--- src/radio_link_pkg.sv ---
// Shared constants and types for the radio register link
package radio_link_pkg;

    // Data path widths and radio register space
    localparam int BYTE_W   = 8;
    localparam int ADDR_W   = 7;
    localparam int NUM_REGS = 128;
    localparam int MSB      = BYTE_W - 1;

    // Clock divider and half-period counter widths
    localparam int DIV_W = 8;
    localparam int CNT_W = DIV_W + 1;

    // Serial clock ceiling: 12.5 MHz is an 80 ns period
    localparam int SYS_PERIOD_NS     = 10;
    localparam int SCK_MIN_PERIOD_NS = 80;
    // Least half period rounds up to whole system clocks
    localparam int HALF_MIN_CYC =
        (SCK_MIN_PERIOD_NS / 2 + SYS_PERIOD_NS - 1) / SYS_PERIOD_NS;
    localparam logic [CNT_W-1:0] HALF_MIN_CNT = CNT_W'(HALF_MIN_CYC);
    localparam logic [CNT_W-1:0] CNT_ONE      = 9'h001;

    // Bit positions and frame encodings
    localparam logic [2:0] LAST_BIT  = 3'h7;
    localparam logic       RW_WRITE  = 1'b1;
    localparam logic       IDLE_MISO = 1'b1;

    // Read-out bit counts for the radio slave
    localparam logic [3:0] OUT_FULL  = 4'h8;
    localparam logic [3:0] OUT_BURST = 4'h7;

    // Master sequencer states
    typedef enum logic {M_IDLE, M_SHIFT} mst_e;

endpackage

--- src/radio_link_spi.sv ---
// Three-wire serial master and radio register slave with flags
`timescale 1ns/1ps
`default_nettype none

module radio_link_spi
(
    input  wire logic sys_clk_i,            // System clock, 100 MHz
    input  wire logic reset_i,              // Async reset, active high
    input  wire logic ctrl_wr_i,            // Load enable bits
    input  wire logic master_enable_i,      // Master enable value
    input  wire logic block_enable_i,       // Block enable value
    input  wire logic clock_phase_bit_i,    // Clock phase
    input  wire logic clock_polarity_bit_i, // Idle clock level
    input  wire logic [radio_link_pkg::DIV_W-1:0]
                      clock_divider_register_i, // Half period - 1
    input  wire logic multi_master_i,       // Multi-master select mode
    input  wire logic fault_select_n_i,     // Fault sense pin, low
    input  wire logic slave_select_n_i,     // Radio select pin, low
    input  wire logic int_enable_i,         // Interrupt enable
    input  wire logic data_wr_i,            // Data port write strobe
    input  wire logic [radio_link_pkg::BYTE_W-1:0]
                      data_wr_byte_i,       // Data port write value
    input  wire logic clr_done_i,           // Clear transfer done
    input  wire logic clr_collision_i,      // Clear write collision
    input  wire logic clr_fault_i,          // Clear mode fault
    output logic [radio_link_pkg::BYTE_W-1:0]
                      rx_byte_o,            // Data port read value
    output logic      master_enable_bit_o,  // Master enable state
    output logic      block_enable_bit_o,   // Block enable state
    output logic      transfer_done_flag_o, // Byte finished
    output logic      write_collision_flag_o, // Write refused
    output logic      mode_fault_flag_o,    // Mode fault seen
    output logic      tx_buffer_empty_flag_o, // Buffer may be written
    output logic      busy_o,               // Transfer running
    output logic      irq_o,                // Interrupt request
    output logic      sck_o,                // Serial clock
    output logic      mosi_o,               // Master data out
    output logic      miso_o,               // Slave data out
    output logic      miso_oe_o             // Slave driver enable
);
    import radio_link_pkg::*;

    typedef struct packed {
        mst_e              st;
        logic [BYTE_W-1:0] txbuf;
        logic              txbmt;
        logic [BYTE_W-1:0] sh;
        logic [BYTE_W-1:0] rxbuf;
        logic [2:0]        bitn;
        logic              second;
        logic [CNT_W-1:0]  cnt;
        logic              sck;
        logic              done;
        logic              wcol;
        logic              modf;
        logic              irq;
        logic              master_enable_bit;
        logic              en;
        logic              busy;
    } mst_s;

    localparam mst_s MST_RST = '{st: M_IDLE, txbmt: 1'b1, default: '0};

    mst_s             q;
    mst_s             n;
    logic [CNT_W-1:0] div_len;
    logic [CNT_W-1:0] half_len;
    logic             byte_end;
    logic             slv_miso;
    logic             slv_oe;
    logic             lead;
    logic             fault;
    logic             wr_ok;
    logic [2:0]       lead_cnt_ff;

    // Half period never drops below the 12.5 MHz ceiling
    always_comb
    begin
        div_len  = {1'b0, clock_divider_register_i} + CNT_ONE;
        half_len = (div_len < HALF_MIN_CNT) ? HALF_MIN_CNT : div_len;
    end

    assign fault = multi_master_i && q.master_enable_bit && !fault_select_n_i;
    assign wr_ok = data_wr_i && q.en && q.master_enable_bit;

    // Master sequencer, flags and buffers
    always_comb
    begin
        n        = q;
        byte_end = 1'b0;
        if (ctrl_wr_i)
        begin
            n.master_enable_bit = master_enable_i;
            n.en    = block_enable_i;
        end
        // Fault wins over a same-cycle control write
        if (fault)
        begin
            n.modf  = 1'b1;
            n.master_enable_bit = 1'b0;
            n.en    = 1'b0;
        end
        // Done and collision clears come first so a same-cycle set wins; the fault clear is blocked while fault is high
        if (clr_done_i)
            n.done = 1'b0;
        if (clr_collision_i)
            n.wcol = 1'b0;
        if (clr_fault_i && !fault)
            n.modf = 1'b0;
        if (wr_ok)
        begin
            if (q.txbmt)
            begin
                n.txbuf = data_wr_byte_i;
                n.txbmt = 1'b0;
            end
            else
            begin
                n.wcol = 1'b1;
            end
        end
        unique case (q.st)
            M_IDLE:
            begin
                if (q.en && q.master_enable_bit && !q.txbmt)
                begin
                    n.st     = M_SHIFT;
                    n.sh     = q.txbuf;
                    n.txbmt  = 1'b1;
                    n.bitn   = '0;
                    n.second = 1'b0;
                    n.cnt    = '0;
                end
            end
            M_SHIFT:
            begin
                if (!n.en || !n.master_enable_bit)
                begin
                    // Disable or fault abandons the byte
                    n.st = M_IDLE;
                end
                else if (q.cnt != half_len - CNT_ONE)
                begin
                    n.cnt = q.cnt + CNT_ONE;
                end
                else
                begin
                    n.cnt = '0;
                    if (!q.second)
                    begin
                        n.second = 1'b1;
                    end
                    else
                    begin
                        // Last cycle of the bit: sample late for settling
                        n.second = 1'b0;
                        n.sh = {q.sh[BYTE_W-2:0], slv_miso};
                        if (q.bitn != LAST_BIT)
                        begin
                            n.bitn = q.bitn + 1'b1;
                        end
                        else
                        begin
                            byte_end = 1'b1;
                            n.done   = 1'b1;
                            n.rxbuf  = {q.sh[BYTE_W-2:0], slv_miso};
                            n.bitn   = '0;
                            if (!q.txbmt)
                            begin
                                // Queued byte follows with no idle gap
                                n.sh    = q.txbuf;
                                n.txbmt = 1'b1;
                            end
                            else
                            begin
                                n.st = M_IDLE;
                            end
                        end
                    end
                end
            end
        endcase
        n.busy = (n.st == M_SHIFT);
        // Phase picks which half of the bit holds the active level
        n.sck = n.busy ?
                (clock_polarity_bit_i ^ clock_phase_bit_i ^ n.second) :
                clock_polarity_bit_i;
        n.irq = int_enable_i && (n.done || n.wcol || n.modf);
    end

    always_ff @(posedge sys_clk_i or posedge reset_i)
    begin
        if (reset_i)
            q <= MST_RST;
        else
            q <= n;
    end

    // The radio's slave select is driven by the port pin, not by the master
    radio_reg_slave u_radio
    (
        .sys_clk_i        (sys_clk_i),
        .reset_i          (reset_i),
        .enable_i         (q.en),
        .slave_select_n_i (slave_select_n_i),
        .sck_i            (q.sck),
        .mosi_i           (q.sh[MSB]),
        .miso_o           (slv_miso),
        .miso_oe_o        (slv_oe)
    );

    // All outputs come from state flops
    assign rx_byte_o              = q.rxbuf;
    assign master_enable_bit_o    = q.master_enable_bit;
    assign block_enable_bit_o     = q.en;
    assign transfer_done_flag_o   = q.done;
    assign write_collision_flag_o = q.wcol;
    assign mode_fault_flag_o      = q.modf;
    assign tx_buffer_empty_flag_o = q.txbmt;
    assign busy_o                 = q.busy;
    assign irq_o                  = q.irq;
    assign sck_o                  = q.sck;
    assign mosi_o                 = q.sh[MSB];
    assign miso_o                 = slv_miso;
    assign miso_oe_o              = slv_oe;

    // Helper for checks: leading clock edges within the current byte
    assign lead = (n.sck != clock_polarity_bit_i) &&
                  (q.sck == clock_polarity_bit_i);

    always_ff @(posedge sys_clk_i or posedge reset_i)
    begin
        if (reset_i)
            lead_cnt_ff <= '0;
        else if (!n.busy)
            lead_cnt_ff <= '0;
        else if (lead)
            lead_cnt_ff <= lead_cnt_ff + 1'b1;
    end
endmodule
`default_nettype wire

--- src/radio_reg_slave.sv ---
// Register-access serial slave of the radio with 128 byte registers
`timescale 1ns/1ps
`default_nettype none

module radio_reg_slave
(
    input  wire logic sys_clk_i,        // System clock
    input  wire logic reset_i,          // Async reset, active high
    input  wire logic enable_i,         // Link enabled, drive miso
    input  wire logic slave_select_n_i, // Frame select, active low
    input  wire logic sck_i,            // Serial clock from master
    input  wire logic mosi_i,           // Serial data from master
    output logic      miso_o,           // Serial data to master
    output logic      miso_oe_o         // Miso driver enable
);
    import radio_link_pkg::*;

    typedef struct packed {
        logic              sck;
        logic              hdr;
        logic [2:0]        bitn;
        logic [BYTE_W-1:0] in_sh;
        logic              rw;
        logic [ADDR_W-1:0] addr;
        logic [BYTE_W-1:0] out_sh;
        logic [3:0]        out_cnt;
        logic              burst;
        logic              miso;
        logic              oe;
    } slv_s;

    localparam slv_s SLV_RST = '{miso: IDLE_MISO, default: '0};

    logic [BYTE_W-1:0] regs [NUM_REGS];
    slv_s              q;
    slv_s              n;
    logic              wr_en;
    logic [BYTE_W-1:0] shifted;

    // Frame decode on sck edges seen in the system clock domain
    always_comb
    begin
        n       = q;
        wr_en   = 1'b0;
        shifted = {q.in_sh[BYTE_W-2:0], mosi_i};
        n.sck   = sck_i;
        n.oe    = enable_i;
        if (slave_select_n_i)
        begin
            // Deselected: clocks ignored, next frame starts afresh
            n.hdr     = 1'b0;
            n.bitn    = '0;
            n.out_cnt = '0;
            n.burst   = 1'b0;
            n.miso    = IDLE_MISO;
        end
        else if (sck_i && !q.sck)
        begin
            n.in_sh = shifted;
            n.bitn  = q.bitn + 1'b1;
            if (q.burst)
            begin
                // Burst read: next register's top bit goes out at once
                n.miso    = regs[q.addr][MSB];
                n.out_sh  = {regs[q.addr][BYTE_W-2:0], 1'b0};
                n.out_cnt = OUT_BURST;
                n.burst   = 1'b0;
            end
            if (q.bitn == LAST_BIT)
            begin
                if (!q.hdr)
                begin
                    // Header byte: direction then 7-bit address
                    n.hdr  = 1'b1;
                    n.rw   = shifted[MSB];
                    n.addr = shifted[ADDR_W-1:0];
                    if (shifted[MSB] != RW_WRITE)
                    begin
                        n.out_sh  = regs[shifted[ADDR_W-1:0]];
                        n.out_cnt = OUT_FULL;
                    end
                end
                else
                begin
                    n.addr = q.addr + 1'b1;
                    if (q.rw == RW_WRITE)
                        wr_en = 1'b1;
                    else
                        n.burst = 1'b1;
                end
            end
        end
        else if (!sck_i && q.sck && q.out_cnt != '0)
        begin
            // Falling edges shift read data out; last bit is held
            n.miso    = q.out_sh[MSB];
            n.out_sh  = {q.out_sh[BYTE_W-2:0], 1'b0};
            n.out_cnt = q.out_cnt - 1'b1;
        end
    end

    always_ff @(posedge sys_clk_i or posedge reset_i)
    begin
        if (reset_i)
            q <= SLV_RST;
        else
            q <= n;
    end

    // Register array carries no reset to stay a plain memory
    always_ff @(posedge sys_clk_i)
    begin
        if (wr_en)
            regs[q.addr] <= shifted;
    end

    assign miso_o    = q.miso;
    assign miso_oe_o = q.oe;
endmodule
`default_nettype wire

--- config.mk ---
export PLATFORM = sky130hd
export DESIGN_NAME = radio_link_spi
export DESIGN_NICKNAME = d
export VERILOG_FILES = /design/src/radio_link_pkg.sv /design/src/radio_link_spi.sv /design/src/radio_reg_slave.sv
export SDC_FILE = /design/constraint.sdc
export NUM_CORES = 2
export LEC_CHECK = 0
export ABC_CLOCK_PERIOD_IN_PS = 5000
export BUFFER_PORTS_ARGS = -buffer_cell sky130_fd_sc_hd__buf_2
export CAP_MARGIN = 25
export CELL_PAD_IN_SITES_DETAIL_PLACEMENT = 1
export CELL_PAD_IN_SITES_GLOBAL_PLACEMENT = 1
export CORE_MARGIN = 2
export CORE_UTILIZATION = 45
export CTS_BUF_LIST = sky130_fd_sc_hd__clkbuf_2
export DETAILED_ROUTE_END_ITERATION = 16
export PLACE_DENSITY_LB_ADDON = 0.25
export SYNTH_ARGS = -nofsm -noshare
export SYNTH_HDL_FRONTEND = slang
export SYNTH_SLANG_ARGS = --single-unit
--- constraint.sdc ---
create_clock -name sys_clk_i -period 5 [get_ports sys_clk_i]
set_input_delay 0 -clock sys_clk_i [delete_from_list [all_inputs] [get_ports sys_clk_i]]
set_output_delay 0 -clock sys_clk_i [all_outputs]
set_load 0.05 [all_outputs]
### Yosys cells after proc, flatten, opt, wreduce, memory -nomap -nowiden

Memory sizes are Yosys's and may differ from the RTL's.
Index checks and enable logic that the tools add are counted.

* register bits: 82
* memory bits (writable): 1024
* bits of input ports: 31
* output and inout port bits: 20
* word-level logic and storage cells: 146
* memories: 1

* add/subtract/negate cells: 7
* order comparisons: 1
* eq/ne operators: 8
* mux-type cells: 59
* bitwise gates (word level): 8
* reductions and logical operators: 36

Memories
* u_radio.regs: words 128, width 8, read ports 2, clocked after Yosys merged registers in 0, write ports 1, line radio_reg_slave.sv:34 `logic [BYTE_W-1:0] regs [NUM_REGS];`

Operators by type and width (count)
* $mux W12: 4
* $mux W21: 2
* $mux W20: 2
* $mux W9: 4
* $mux W1: 34
* $mux W30: 1
* $pmux W13 S2: 1
* $pmux W9 S2: 1
* $mux W17: 1
* $mux W14: 1
* $mux W13: 1
* $reduce_and A2 Y1: 6
* $logic_and A1 B1 Y1: 11
* $add A8 B1 Y9 const B: 1
* $add A9 B1 Y9 const B: 1
* $lt A9 B3 Y1 const B: 1
* $ne A9 B9 Y1: 1
* $sub A9 B1 Y9 const B: 1
* $reduce_and A4 Y1: 2
* $add A7 B1 Y7 const B: 1
* $logic_not A1 Y1: 7
* $mux W7: 1
* $add A3 B1 Y3 const B: 2
* $mux W6: 1
* other kinds (18): 31

### Logic depth before layout (Yosys ltp)

* word-level depth: 11
* depth in mapped cells: 15
* depth with buffers taken out: 14

### Hierarchy

From an unflattened synthesis, not the netlist that was laid out.

* cell total of the unflattened synthesis: 3457
* area, all modules: 53123.4 um2

By module, submodules not included
* radio_reg_slave: times used 1, cells an instance 3173, area an instance 50259.5 um2
* radio_link_spi: times used 1, cells an instance 284, area an instance 2864.0 um2

### Worst setup path after synthesis

Ideal clock, no wire load.

* path kind: flip-flop to flip-flop
* start: register q (netlist bit mosi_o)
* end: register u_radio.q[8] (netlist name)
* library setup time: 119 ps
* arrival time: 5258 ps
* setup slack: -377 ps
* stages on the path, launching flop included: 11
* cell sequence: dfrtp_1 > buf_2 > buf_2 > buf_2 > buf_2 > mux4_2 > mux4_2 > mux4_2 > mux2i_1 > o21ai_0 > o21a_1

* cells in the longest elaborated chain, start to end: 5

RTL lines
* start: declaration: line radio_link_spi.sv:64 `mst_s q;`
* start signal: assignment: line radio_link_spi.sv:196 `q <= n;`
* $mem_v2 Z128 W8
* $mux W12: line radio_reg_slave.sv:77 `if (shifted[MSB] != RW_WRITE)`
* $mux W12: line radio_reg_slave.sv:71 `if (!q.hdr)`
* $mux W21: line radio_reg_slave.sv:69 `if (q.bitn == LAST_BIT)`
* $mux W12: line radio_reg_slave.sv:57 `else if (sck_i && !q.sck)`
* end signal: assignment: line radio_reg_slave.sv:107 `q <= n;`
* end: declaration: line radio_reg_slave.sv:35 `slv_s q;`

No other way between the ends.
A chain may end at the register's enable or synchronous reset.

### Worst setup path in the final report

* start: input port clock_divider_register_i[7] (netlist name)
* end: register q[14] (netlist name)

* cells in the longest elaborated chain, start to end: 8

RTL lines
* start: declaration: line radio_link_spi.sv:15 `clock_divider_register_i,`
* $add A8 B1 Y9 (*): line radio_link_spi.sv:79 `div_len = {1'b0, clock_divider_register_i} + CNT_ONE;`
* $lt A9 B3 Y1: line radio_link_spi.sv:80 `half_len = (div_len < HALF_MIN_CNT) ? HALF_MIN_CNT : div_len;`
* $mux W9 (*): line radio_link_spi.sv:80
* $sub A9 B1 Y9 (*): line radio_link_spi.sv:142 `else if (q.cnt != half_len - CNT_ONE)`
* $ne A9 B9 Y1 (*): line radio_link_spi.sv:142
* $mux W9 (*): line radio_link_spi.sv:142
* $mux W30 (*): line radio_link_spi.sv:137 `if (!n.en || !n.master_enable_bit)`
* $pmux W13 S2 (*): line radio_link_spi.sv:122 `unique case (q.st)`

Mark *: on every way between the ends. The rest lies on a longest branch, timed or not. The select of a mux whose other input is x is not followed.

==> impl_results.md <==
- Setup-failing EPs final: 0
- Asr flop ratio synth: between 7 and 8%
- First DRT Iteration DRCs: 5343
- Total grt overflow: 0
- CTS Sinks: 1105
- Crit path capture type: flip-flop
- Setup slack, reg-to-reg: 230 ps
- Clock transition at path regs: 90 ps
- Synth top area share: 60.2%
- Crit path kind: in2reg
- Req. time, crit path: approximately 6500 ps
- CTS Buffer Depth: 4
- Core footprint: around 110000 µm²
- WL final: 189 mm
- Placer Congestion: 0.929
- Share of post-route cells with drive strength above 1: about a third
- Synth cell count leaders: edfxtp_1, mux4_2, nor2_1
- Avg Vias per Cell: 6.85
- Critical path launch point type: primary input
- P_leak: 19.2 nW
- Seq/Total Area, Yosys: 64.2%
- H-tree depth: 5
- Initial antenna violation count: 8
- Pin count of the biggest net entering global routing: 81
- Run status: finished, final reports clean
- Antenna viol nets, final: 0
- Post-route DRC violation count: 0
- RR Startpoint: q[13]
- Worst r2r dst: q[10]
- Final #Nets: around 3.7k
- Clk_skew: 137 ps
- Cell area after synthesis: 51100 µm²
- Most frequent cell after synthesis: edfxtp_1
- Full die area: 116000 µm²
- Post-route setup TNS: 0 ps
- Cells after synthesis: about 3.1k
- Layout Area Growth over Synthesis: 14.2%
- Syn Area/Cell: 16.3 µm²
- DP Wirelength: ~120 mm
- Number of synthesized register bits: 1105
- Worst Hold Class: in2reg
- Die Y: 341 µm
- Via count: roughly 36k
- Tcrit/Tclk final: 97.2%
- Num CTS Buffers: ~300
- Final core utilization: between 50% and 60%
- Num ports: 51
- Detailed-router iteration count before antenna repair: 5
- Worst slew margin: between 10% and 20%
- Worst setup path start: clock_divider_register_i[7]
- First-pass GRT wire length: about 270 mm
- Reg2Reg Depth: 13
- Synth Net Count: 3174
- Crit path time final: 4860 ps
- Synth warnings: 0
- CTS tree: done
- Synth cell types: 80
- Avg WL per Cell: 35.5 µm
- Fillcell total: about 11k
- Max Freq: 206 MHz
- Fin. Hold Viols: 0
- Number of port buffers: 50
- Pwr dens: 420 nW/µm²
- Tot GR Track Use: 32.4%
- Starting Density: 45.4%
- Worst Max-Slew Pin Slew: approximately 1200 ps
- Root Driver: clkbuf_2
- Worst vdd ir: 243 µV
- Largest cells by area after synthesis: edfxtp_1, mux4_2, dfrtp_1, a22oi_1, a221oi_1
- Die X: 341 µm
- Max FO, Critical Path: 8
- Max-cap violations: 0
- Vias in the first global route: 37.4k
- Main synth FF type: edfxtp_1
- Fin. max-slew vios: 0
- Row cnt: 123
- Area leader, netlist: edfxtp_1
- Clock insertion delay at the later pin of the skew report: 1720 ps
- Unrepaired setup endpoints after global routing: false
- EDFF count, synth: 1024
- Setup crit end: q[14]
- WP data arrival: 6340 ps
-- metrics by stage --
step | setup slack, ps | cells | cell area (µm²) | power, mW | hold WS [ps]
floorplan | 144 | 3133 | 51100 | 15.8 | 105
global placement | 1010 | 4704 | 54700 | 18.1 | -149
detailed placement | 898 | 4704 | 54700 | 18.4 | -150
CTS | 100 | 5304 | 58300 | 24.5 | 34.4
global route | 22.2 | 5308 | 58300 | 25.3 | 146
finish | 141 | 5313 | 58300 | 24.5 | 155
-- cell type report --
type / instances / area, µm² / share of cell area (%)
Inverter: 22 / 83.8 / 0.144
Clock inverter: 76 / 357 / 0.611
Tap cell: 1500 / 1880 / 3.22
Sequential cell: 1105 / 32800 / 56.3
Multi-Input combinational cell: 1737 / 17200 / 29.4
Antenna cell: 6 / 15.0 / 0.0257
Timing Repair Buffer: 457 / 3970 / 6.81
Clock buffer: 410 / 2050 / 3.52
-- how the worst min path moves through the flow --
stage | cells after the start | slack (ps) | start | to
6_report | 8 | 150 | clock_divider_register_i[3] | busy_o
5_1_grt | 5 | 150 | clr_collision_i | write_collision_flag_o
4_1_cts | 8 | 30 | clock_divider_register_i[5] | busy_o
3_5_place_dp | 2 | -150 | reset_i | u_radio.q[31]
3_3_place_gp | 2 | -150 | reset_i | u_radio.q[31]
2_1_floorplan | 2 | 110 | data_wr_byte_i[0] | q[38]
-- cell usage in the layout, fill, tap and decap left out, drive strengths merged, types with 79 or more instances in the layout --
master / instances
a221oi: 128
mux4: 349
nand2: 151
dlygate4sd3: 112
edfxtp: 1024
dfrtp: 79
clkbuf: 410
buf: 344
a21oi: 79
a22oi: 188
nor2: 202
a22o: 82
-- per-layer routing --
layer / track usage (%) / vias up / part of all wire [%]
met5: 0 / - / 0.024
met4: 16.6 / 8 / 5.1
met3: 8.55 / 482 / 12
met2: 48.6 / 2695 / 45
met1: 43.8 / 18900 / 38
li1: - / 14300 / -
-- registers in the layout (all words and copies together) (netlist names), 8 cells and up --
register	flops
q	28
rx_byte_o	8
u_radio.q	33
u_radio.regs	1024
-- worst max-delay path: stages --
cell	delay [ps]
dlygate4sd3_1	540
buf_2	170
dlygate4sd3_1	580
nand2_1	70
dlygate4sd3_1	600
o21ai_0	120
a21oi_1	140
o22ai_1	100
dlygate4sd3_1	580
xnor2_1	130
dlygate4sd3_1	590
nor3_2	250
dlymetal6s4s_1	420
a211oi_1	130
dlygate4sd3_1	580
o21ai_0	130
dlygate4sd3_1	570
o21ai_0	80
dlygate4sd3_1	570
-- logic make-up (layout without fill, tap and decap cells) --
group | Yosys count | after routing | share of synthesized area, %
flip-flops | 1105 | 1105 | 64.2
buffers and inverters | 291 | 965 | 2.36
multiplexers | 459 | 459 | 17.7
AND/OR/NAND/NOR | 517 | 517 | 4.66
XOR/XNOR | 18 | 18 | 0.309
other | 0 | 6 | 0
AO/OA/AOI/OAI | 733 | 733 | 10.6
adder cells (fa/ha/maj) | 10 | 10 | 0.245
-- where the power goes --
part	internal (mW)	switching, mW	total, mW	leakage (nW)
clock network	2.30	3.81	6.11	1.90
registers	11.1	0.620	11.8	10.6
logic	2.96	3.69	6.65	6.75
-- what timing repair did --
item	in CTS	in global routing
setup endpoints to repair	0	5
hold endpoints to repair	172	0
setup buffers	0	1
resized for setup	0	3
hold buffers	114	0
(Power assumes the default switching activity.)
